File: src/rtl/t1_path_error_params.svh
// Offsets, field positions, reset values and timing counts of the counters
`ifndef T1_PATH_ERROR_PARAMS_SVH
`define T1_PATH_ERROR_PARAMS_SVH

// Register offsets on the parallel port
`define PATH_OOS_HIGH_OFFSET 8'h25
`define PATH_COUNT_LOW_OFFSET 8'h26
`define OOS_COUNT_LOW_OFFSET 8'h27

// Counter layout
`define COUNT_WIDTH 12
`define COUNT_RESET 12'h000
`define PATH_HIGH_LSB 0
`define OOS_HIGH_LSB 4
`define RDATA_RESET 8'h00

// Update interval timing
`define CLOCK_HZ 20000000
`define ONE_SECOND_MS 1000
`define FAST_INTERVAL_MS 42
`define ONE_SECOND_CYCLES (`ONE_SECOND_MS * (`CLOCK_HZ / 1000))
`define FAST_INTERVAL_CYCLES (`FAST_INTERVAL_MS * (`CLOCK_HZ / 1000))
`define TIMER_WIDTH 25
`define TIMER_RESET 25'h0000000

`endif

File: src/rtl/t1_path_error_pkg.sv
// Types shared by the path and out-of-sync counters
`include "t1_path_error_params.svh"

package t1_path_error_pkg;

  typedef logic [`COUNT_WIDTH-1:0] count_t;
  typedef logic [`TIMER_WIDTH-1:0] timer_t;

  // State of the top level
  typedef struct packed {
    timer_t timer_q;
    logic [7:0] rdata_q;
  } top_state_s;

endpackage

File: src/rtl/sat_count_if.sv
// Link between the top level and one saturating counter
`timescale 1ns/100ps

interface sat_count_if #(parameter int WIDTH = 12);
  logic inc;
  logic latch;
  logic [WIDTH-1:0] held;

  modport counter (input inc, input latch, output held);
  modport user (output inc, output latch, input held);
endinterface

File: src/rtl/sat_counter.sv
// Saturating event counter with a latched copy taken at each boundary
`timescale 1ns/100ps

module sat_counter #(
  parameter int WIDTH = 12
) (
  // Clock and reset
  input wire logic core_clk,
  input wire logic resetn,
  // Count control and latched value
  sat_count_if.counter cif
);

  typedef struct packed {
    logic [WIDTH-1:0] run_q;
    logic [WIDTH-1:0] held_q;
  } cnt_state_s;

  localparam logic [WIDTH-1:0] MAX_COUNT = '1;

  cnt_state_s st_q;
  cnt_state_s st_d;
  logic [WIDTH-1:0] run_next;

  ////////////////////////////////////////////////////////////////////////////
  // Next state: saturate, then latch and restart on a boundary
  always_comb begin
    st_d = st_q;
    run_next = st_q.run_q;
    if (cif.inc && st_q.run_q != MAX_COUNT) begin
      run_next = st_q.run_q + 1'b1;
    end
    if (cif.latch) begin
      st_d.held_q = run_next;
      st_d.run_q = '0;
    end else begin
      st_d.run_q = run_next;
    end
  end

  // State register
  always_ff @(posedge core_clk or negedge resetn) begin
    if (!resetn) begin
      st_q <= '0;
    end else begin
      st_q <= st_d;
    end
  end

  assign cif.held = st_q.held_q;
endmodule

File: src/rtl/t1_path_error_counters.sv
// Path and out-of-sync error counters of one T1 receive framer
//
// Function
// - ESF: path counter is 12 bits and counts CRC6 code-word errors.
// - D4: count terminal framing errors, plus signaling ones if enabled.
// - ESF ignores the signaling-framing enable; only CRC6 errors count.
// - Path counter holds still while sync is lost, in any mode.
// - Path count: top bits in 0x25 bits 3..0, low byte at 0x26.
// - Byte 0x25 shared: upper nibble out-of-sync, lower nibble path.
// - Select set: count multiframes out of sync, only while sync lost.
// - Select clear: count D4 terminal or ESF pattern errors; off when lost.
// - Out-of-sync count: top bits 0x25 bits 7..4, low byte at 0x27.
// - Both counters latch and restart each second or each 42 ms.
// - Counters saturate at maximum and never wrap inside an interval.
`timescale 1ns/100ps
`include "t1_path_error_params.svh"

module t1_path_error_counters #(
  parameter int COUNT_WIDTH = `COUNT_WIDTH,
  parameter int ONE_SECOND_CYCLES = `ONE_SECOND_CYCLES,
  parameter int FAST_INTERVAL_CYCLES = `FAST_INTERVAL_CYCLES
) (
  // Clock and reset
  input wire logic core_clk,
  input wire logic resetn,
  // Framing configuration levels
  input wire logic framing_mode_select,
  input wire logic fs_error_count_enable,
  input wire logic oos_count_select,
  input wire logic update_interval_select,
  // Receive synchronizer events and status
  input wire logic crc6_error,
  input wire logic terminal_framing_bit_error,
  input wire logic signaling_framing_bit_error,
  input wire logic esf_framing_pattern_error,
  input wire logic multiframe_tick,
  input wire logic sync_lost_flag,
  // Register read port
  input wire logic [7:0] reg_addr,
  input wire logic reg_rd,
  output logic [7:0] reg_rdata,
  // Interval boundary
  output logic update_strobe
);

  t1_path_error_pkg::top_state_s st_q;
  t1_path_error_pkg::top_state_s st_d;
  t1_path_error_pkg::timer_t limit;
  logic boundary;
  logic esf_mode;

  sat_count_if #(.WIDTH(COUNT_WIDTH)) path_if ();
  sat_count_if #(.WIDTH(COUNT_WIDTH)) oos_if ();

  ////////////////////////////////////////////////////////////////////////////
  // Interval timer: one second or the short interval
  assign limit = update_interval_select
    ? t1_path_error_pkg::timer_t'(FAST_INTERVAL_CYCLES - 1)
    : t1_path_error_pkg::timer_t'(ONE_SECOND_CYCLES - 1);
  assign boundary = (st_q.timer_q >= limit);
  assign update_strobe = boundary;
  assign esf_mode = framing_mode_select;

  ////////////////////////////////////////////////////////////////////////////
  // Event selection for the two counters
  always_comb begin
    // Path counter: CRC6 in ESF, framing bits in D4, off when sync lost
    if (esf_mode) begin
      path_if.inc = crc6_error && !sync_lost_flag;
    end else begin
      path_if.inc = (terminal_framing_bit_error ||
        (fs_error_count_enable && signaling_framing_bit_error))
        && !sync_lost_flag;
    end
    // Second counter: multiframes out of sync, or framing pattern errors
    if (oos_count_select) begin
      oos_if.inc = multiframe_tick && sync_lost_flag;
    end else if (esf_mode) begin
      oos_if.inc = esf_framing_pattern_error && !sync_lost_flag;
    end else begin
      oos_if.inc = terminal_framing_bit_error && !sync_lost_flag;
    end
    path_if.latch = boundary;
    oos_if.latch = boundary;
  end

  // The two counters
  sat_counter #(.WIDTH(COUNT_WIDTH)) u_path_counter (
    .core_clk(core_clk),
    .resetn(resetn),
    .cif(path_if.counter)
  );

  sat_counter #(.WIDTH(COUNT_WIDTH)) u_oos_counter (
    .core_clk(core_clk),
    .resetn(resetn),
    .cif(oos_if.counter)
  );

  ////////////////////////////////////////////////////////////////////////////
  // Next state: timer and registered read data
  always_comb begin
    st_d = st_q;
    if (boundary) begin
      st_d.timer_q = `TIMER_RESET;
    end else begin
      st_d.timer_q = st_q.timer_q + 1'b1;
    end
    if (reg_rd) begin
      case (reg_addr)
        `PATH_OOS_HIGH_OFFSET: begin
          st_d.rdata_q = {oos_if.held[11:8],
            path_if.held[11:8]};
        end
        `PATH_COUNT_LOW_OFFSET: begin
          st_d.rdata_q = path_if.held[7:0];
        end
        `OOS_COUNT_LOW_OFFSET: begin
          st_d.rdata_q = oos_if.held[7:0];
        end
        default: begin
          st_d.rdata_q = `RDATA_RESET;
        end
      endcase
    end
  end

  // State register
  always_ff @(posedge core_clk or negedge resetn) begin
    if (!resetn) begin
      st_q.timer_q <= `TIMER_RESET;
      st_q.rdata_q <= `RDATA_RESET;
    end else begin
      st_q <= st_d;
    end
  end

  assign reg_rdata = st_q.rdata_q;
endmodule

File: config.mk
export PLATFORM = sky130hd
export DESIGN_NAME = t1_path_error_counters
export DESIGN_NICKNAME = d
export VERILOG_FILES = /design/src/rtl/t1_path_error_pkg.sv /design/src/rtl/sat_count_if.sv /design/src/rtl/sat_counter.sv /design/src/rtl/t1_path_error_counters.sv
export VERILOG_INCLUDE_DIRS = /design/src /design/src/rtl
export SDC_FILE = /design/constraint.sdc
export NUM_CORES = 1
export LEC_CHECK = 0
export ABC_AREA = 1
export BUFFER_PORTS_ARGS = -buffer_cell sky130_fd_sc_hd__buf_2
export CORE_MARGIN = 8
export CORE_UTILIZATION = 55
export DETAILED_ROUTE_END_ITERATION = 8
export PLACE_DENSITY = 0.73
export SETUP_SLACK_MARGIN = 0.1
export SLEW_MARGIN = 40
export SYNTH_ARGS = -nofsm -noshare
export SYNTH_HDL_FRONTEND = slang
export SYNTH_HIERARCHICAL = 1
export SYNTH_SLANG_ARGS = --single-unit
File: constraint.sdc
create_clock -name core_clk -period 4.2 [get_ports core_clk]
set_input_delay 1.05 -clock core_clk [delete_from_list [all_inputs] [get_ports core_clk]]
set_output_delay 1.05 -clock core_clk [all_outputs]
set_load 0.01 [all_outputs]
After elaboration in Yosys (flattened, before gate mapping)
Index checks and enable logic that the tools add are counted.
{"block": "totals", "ff_bits": 81, "latch_bits": 0, "ramBits": 0, "romBits": 0, "inputBits": 21, "output_inout_bits": 9, "word_cells": 35, "n_memories": 0}
{"block": "op_classes", "add_sub_neg": 3, "mul": 0, "div_mod_pow": 0, "order_cmp": 1, "n_eq_ne": 5, "n_shift": 0, "muxes": 10, "n_bitwise": 0, "n_reduce_logical": 10}
{"op": "2-to-1 mux 25 bit", "n": 2}
{"op": "2-to-1 mux 12 bit", "n": 4}
{"op": "adder 25 x 1 -> 25 bit, second input constant", "n": 1}
{"op": ">= comparator 25 bit", "n": 1}
{"op": "adder 12 x 1 -> 12 bit, second input constant", "n": 2}
{"op": "equality test 8 x 6 -> 1 bit, second input constant", "n": 3}
{"op": "!= test 12 bit, second input constant", "n": 2}
{"op": "one-hot mux 8 bit (3 select lines)", "n": 1}
{"op": "logical AND 1 bit", "n": 8}
{"op": "2-to-1 mux 1 bit", "n": 3}
{"op": "logical NOT 1 bit", "n": 1}
{"op": "logical OR 1 bit", "n": 1}

Depth between registers and ports, before layout
{"block": "logic_depth", "ltp_word": 7, "mapped_depth": 15, "mapped_depth_nobuf": 13}

Modules after synthesis
The synthesis kept the hierarchy.
{"mod": "sat_counter", "instances": 2, "cells_each": 169, "area_each_um2": 1338.8, "seq_area_each_um2": 600.6}
{"mod": "t1_path_error_counters", "instances": 1, "cells_each": 376, "area_each_um2": 2565.0, "seq_area_each_um2": 825.8}

Worst setup path after synthesis
No wires, ideal clock.
{"block": "synth_timing", "path_kind": "in2out", "startpoint": "in update_interval_select", "endpoint": "out update_strobe", "arrival_ns": 2.160, "t_required_ns": 3.150, "path_slack_ns": 0.990, "cell_stages": 9, "cell_sequence": "inv_1 -> ha_1 -> nand2_1 -> nor2_1 -> nand2_1 -> nor2_1 -> nand2_1 -> nand4_4 -> buf_6"}
{"block": "synth_between", "elab_chain_len": 2}
{"element": "start: declaration", "line": "t1_path_error_counters.sv:30", "source": "input wire logic update_interval_select,"}
{"element": "2-to-1 mux 25 bit", "line": "t1_path_error_counters.sv:58", "source": "? t1_path_error_pkg::timer_t'(FAST_INTERVAL_CYCLES - 1)"}
{"element": ">= comparator 25 bit", "line": "t1_path_error_counters.sv:60", "source": "assign boundary = (st_q.timer_q >= limit);"}
{"element": "end: declaration", "line": "t1_path_error_counters.sv:43", "source": "output logic update_strobe"}
Every way passes these cells.

Worst setup path in the final report
Ends and elaborated chain as after synthesis.

==> run summary <==
The power after layout came out at 1.78 mW. The clock net in this run drives a total of just over 80 sinks. The first global-routing pass estimated about 19000 um of wire. The quantity of hold-fixing buffers added after cts is 0. Global routing finished with a remaining overflow of 0. Among the stages of the critical path, the cell type that occurs most often is sky130_fd_sc_hd__nand2_1. The sequential element share of the synthesized area came out at 0.387. The count of cells resized by post-cts repair is 0. The filler cells instantiated in the layout total 830. The critical path starts at update_interval_select. A synthesized cell averages roughly 7.3 um^2. The count of nets left with antenna violations once routing finished came out at 0. Buffers placed on the I/O ports in this run total 29. The mapped netlist covers approximately 0.0052 mm^2. Buffers inserted during clock tree synthesis total 9. The critical path is of the in2out type.

The via count normalized by instance count is slightly above 5. The hold-critical path depth came out at 2. Derived from the worst setup path, the maximum achievable clock frequency is approximately 280 MHz. The cell count after placement came out at 830.

Setup repair after global routing left no endpoint under its margin. The maximum fanout along the worst path is 10. The cell area reported after detailed placement came out at approximately 0.0053 mm^2.

The tightest min-delay check is of the reg2reg type. For the worst setup path, the data required time is about 3.2 ns. Counting cells, the worst reg-to-reg path comes to 11.

The largest net degree at the start of global routing is 82. Broken down by cell family, the worst path's largest delay share belongs to buffers and inverters. The final weighted congestion in routability-driven placement is roughly 0.9. The power per unit of standard cell area came out at around 330 mW/mm^2.

The worst endpoint data arrival time is approximately 2.5 ns. The routed design has about 11000 um of wire. The core box area came out at 0.00924 mm^2. The flow ran to the end, and the final reports show no timing, DRC or antenna violations. The width of the die is around 110 um.

The initialized floorplan defines 35 standard-cell rows. The worst-case vdd ir drop is 0.224 mV. At the pin with the least slew margin, the transition time is around 0.74 ns. The die covers 0.0129 mm^2.

The clock period minus final worst setup slack is approximately 3.6 ns. The cell sitting at the root of the clock tree is a sky130_fd_sc_hd__clkbuf_8. The number of warnings reported in the yosys synthesis log is 6. Clock-pin slew was measured on the worst setup and hold paths at about 0.10 ns. The leakage power summed over all cells is roughly 2.7 nW. The routed via count came out at ~4.4k. The via count of the first global-routing pass is around 4.2k. The clock skew after layout came out at ~0.016 ns. The total routing resource utilization after global routing is 0.181. The number of inserted diodes came out at 0.

The number of library cell types mapped by synthesis is 30. The fraction of layout cells with a size suffix above 1 came out at 0.124. The setup-violating endpoint count in the final report is 0.

The total I/O pin count is 30. The DRC violations left came out at 0. The post-detailed-placement half-perimeter wirelength is 8200 um.

The post-synthesis to final-layout area growth came out at 3.79%. For hold timing, the worst endpoint is reg_rdata[0]. The starting DRC count in detailed routing is about 260. The worst min-delay path startpoint is reg_rdata[0]. TritonCTS built the clock tree.

The synthesized instance count came out at just over 700. The buffer count from post-CTS setup fixing is 0. STA classifies the critical path endpoint as a primary output. The deepest level of the CTS H-tree is 3. The initial antenna violation count is 0. The starting density of the core came out at 0.567.

Setup slack on the worst reg-to-reg path comes out at about 1.7 ns. The number of standard cells in the layout, taps in and fillers out came out at approximately 850. In the final routed layout, each cell accounts on average for 13.1 um. The number of max-slew violations in the final report came to 0. The signal on the critical path passes through buf_2 > inv_1 > ha_1 > nand2_1 > inv_1 > a21oi_1 > nand2_1 > nand2_1 > nand4_4 > buf_2. In this run the vertical extent of the chip is approximately 110 um. STA classifies the critical path startpoint as a primary input. The delay of the slowest cell on the worst path is about 0.36 ns. Measured against its own limit, the worst slew margin works out to 0.506. Setup total negative slack on the finished layout was measured at 0 ns.

The synthesized design contains 81 register bits. The share of the clock period used by the worst path after layout is 0.846. The net count of the mapped netlist is ~750. The tool flagged a number of max-cap violations equal to 0. The final count of hold timing violations came out at 0. The deepest clock path buffer count is 2. In this run the critical register-to-register path is captured at u_oos_counter/cif.held[5]. The worst reg2reg path startpoint is st_q[8]. The later pin in the worst-skew pair is clocked with a latency of ~0.36 ns.

The finished cells cover ~0.0054 mm^2. The number of iterations in the first detailed-routing pass is 5. For this design, the slowest cell found on the critical path is sky130_fd_sc_hd__ha_1. The worst path buffer plus inverter count is 4.

The number of nets in the layout came out at 751. The utilization of the core after routing is 0.589.
-- cell families after synthesis --
family | count (synthesis) | synth area share
flops | 81 | 0.387
buf+inv | 108 | 0.108
simple gates | 461 | 0.398
compound gates | 25 | 0.0284
fa+ha+maj | 18 | 0.0430
xor+xnor | 20 | 0.0334
mux | 1 | 0.00191
-- cell usage in the layout (no fill, tap or decap), types with 2 or more instances in the layout --
| cell type | Yosys | layout |
|---|---|---|
| sky130_fd_sc_hd__nand2_1 | 240 | 240 |
| sky130_fd_sc_hd__nor2_1 | 95 | 95 |
| sky130_fd_sc_hd__dfrtp_1 | 81 | 81 |
| sky130_fd_sc_hd__nand3_1 | 73 | 73 |
| sky130_fd_sc_hd__inv_1 | 61 | 61 |
| sky130_fd_sc_hd__buf_2 | 4 | 28 |
| sky130_fd_sc_hd__ha_1 | 18 | 18 |
| sky130_fd_sc_hd__xor2_1 | 13 | 13 |
| sky130_fd_sc_hd__a21oi_1 | 10 | 10 |
| sky130_fd_sc_hd__clkbuf_8 | 0 | 10 |
| sky130_fd_sc_hd__nand3_2 | 10 | 10 |
| sky130_fd_sc_hd__nand4_1 | 9 | 9 |
| sky130_fd_sc_hd__xnor2_1 | 7 | 7 |
| sky130_fd_sc_hd__nor2_2 | 6 | 6 |
| sky130_fd_sc_hd__o21ai_0 | 6 | 6 |
| sky130_fd_sc_hd__nor3_1 | 6 | 6 |
| sky130_fd_sc_hd__a21o_1 | 5 | 5 |
| sky130_fd_sc_hd__nand2_2 | 5 | 5 |
| sky130_fd_sc_hd__nor2_4 | 5 | 5 |
| sky130_fd_sc_hd__nor3_2 | 5 | 5 |
| sky130_fd_sc_hd__buf_4 | 34 | 5 |
| sky130_fd_sc_hd__clkinvlp_4 | 0 | 4 |
| sky130_fd_sc_hd__o21bai_1 | 2 | 2 |
| sky130_fd_sc_hd__nand3_4 | 2 | 2 |
| sky130_fd_sc_hd__nand4_2 | 2 | 2 |
| sky130_fd_sc_hd__nand3b_2 | 2 | 2 |
-- layer usage --
metal	up-vias	global-route usage	wire length [um]
met2	111	0.292	5130
met5	-	0	0
li1	2222	-	-
met4	0	0.0710	162
met1	2034	0.235	5190
met3	14	0.0317	595
-- how the worst max path moves through the flow --
stage,end,slack (ns),cells after the start
4_1_cts,update_strobe,0.64,10
3_5_place_dp,update_strobe,0.65,10
5_1_grt,update_strobe,0.50,10
3_3_place_gp,update_strobe,0.70,10
2_1_floorplan,update_strobe,0.99,9
6_report,update_strobe,0.65,10
-- Yosys cell counts, drive strengths merged --
cell type / instances / area [um^2]
a21oi: 11 / 58.8
nand3: 85 / 500
clkbuf: 5 / 18.8
o21bai: 2 / 15.0
o31ai: 1 / 7.51
xnor2: 7 / 61.3
nor3: 11 / 80.1
nand3b: 2 / 22.5
nand2: 245 / 932
nand4: 12 / 103
ha: 18 / 225
mux2i: 1 / 10.0
a21o: 5 / 37.5
dfrtp: 81 / 2030
xor2: 13 / 114
nor2: 106 / 450
o21ai: 6 / 30.0
buf: 42 / 320
inv: 61 / 229
-- through the flow --
| stage | hold slack [ns] | setup WS [ns] |
|---|---|---|
| after floorplan | 0.450 | 0.990 |
| after global placement | 0.467 | 0.703 |
| after detailed placement | 0.463 | 0.647 |
| after CTS | 0.493 | 0.643 |
| after global routing | 0.505 | 0.504 |
| final | 0.485 | 0.648 |
-- cell type report --
class	instances	area, um^2	share of cell area
Multi-Input combinational cell	525	2650	0.487
Inverter	61	229	0.0421
Tap cell	129	161	0.0297
Clock buffer	10	138	0.0253
Sequential cell	81	2030	0.372
Timing Repair Buffer	34	189	0.0347
Clock inverter	6	50.0	0.00920
-- report_power, final --
| group | switching [mW] | leakage, nW | internal, mW |
|---|---|---|---|
| Combinational | 0.192 | 1.59 | 0.118 |
| Clock | 0.308 | 0.0831 | 0.237 |
| Sequential | 0.0731 | 1.04 | 0.849 |
| Total | 0.573 | 2.71 | 1.20 |
-- registers in the layout, summed over array words and instances, names as in the netlist --
register / count
reg_rdata: 8
st_q: 25
u_path_counter/cif.held: 12
u_oos_counter/st_q: 12
u_path_counter/st_q: 12
u_oos_counter/cif.held: 12
-- worst register-to-register path, cell delays in order, from the launching register on --
cell                      delay (ns)
sky130_fd_sc_hd__dfrtp_1        0.44
sky130_fd_sc_hd__ha_1           0.29
sky130_fd_sc_hd__nand2_2        0.09
sky130_fd_sc_hd__nor2_4         0.18
sky130_fd_sc_hd__nand2_1        0.11
sky130_fd_sc_hd__nor2_1         0.11
sky130_fd_sc_hd__nand2_1        0.09
sky130_fd_sc_hd__nand4_4        0.11
sky130_fd_sc_hd__buf_4          0.42
sky130_fd_sc_hd__buf_4          0.41
sky130_fd_sc_hd__nand3_1        0.15
sky130_fd_sc_hd__nand2_1        0.08
No activity file was read; power rests on OpenSTA's default activity.
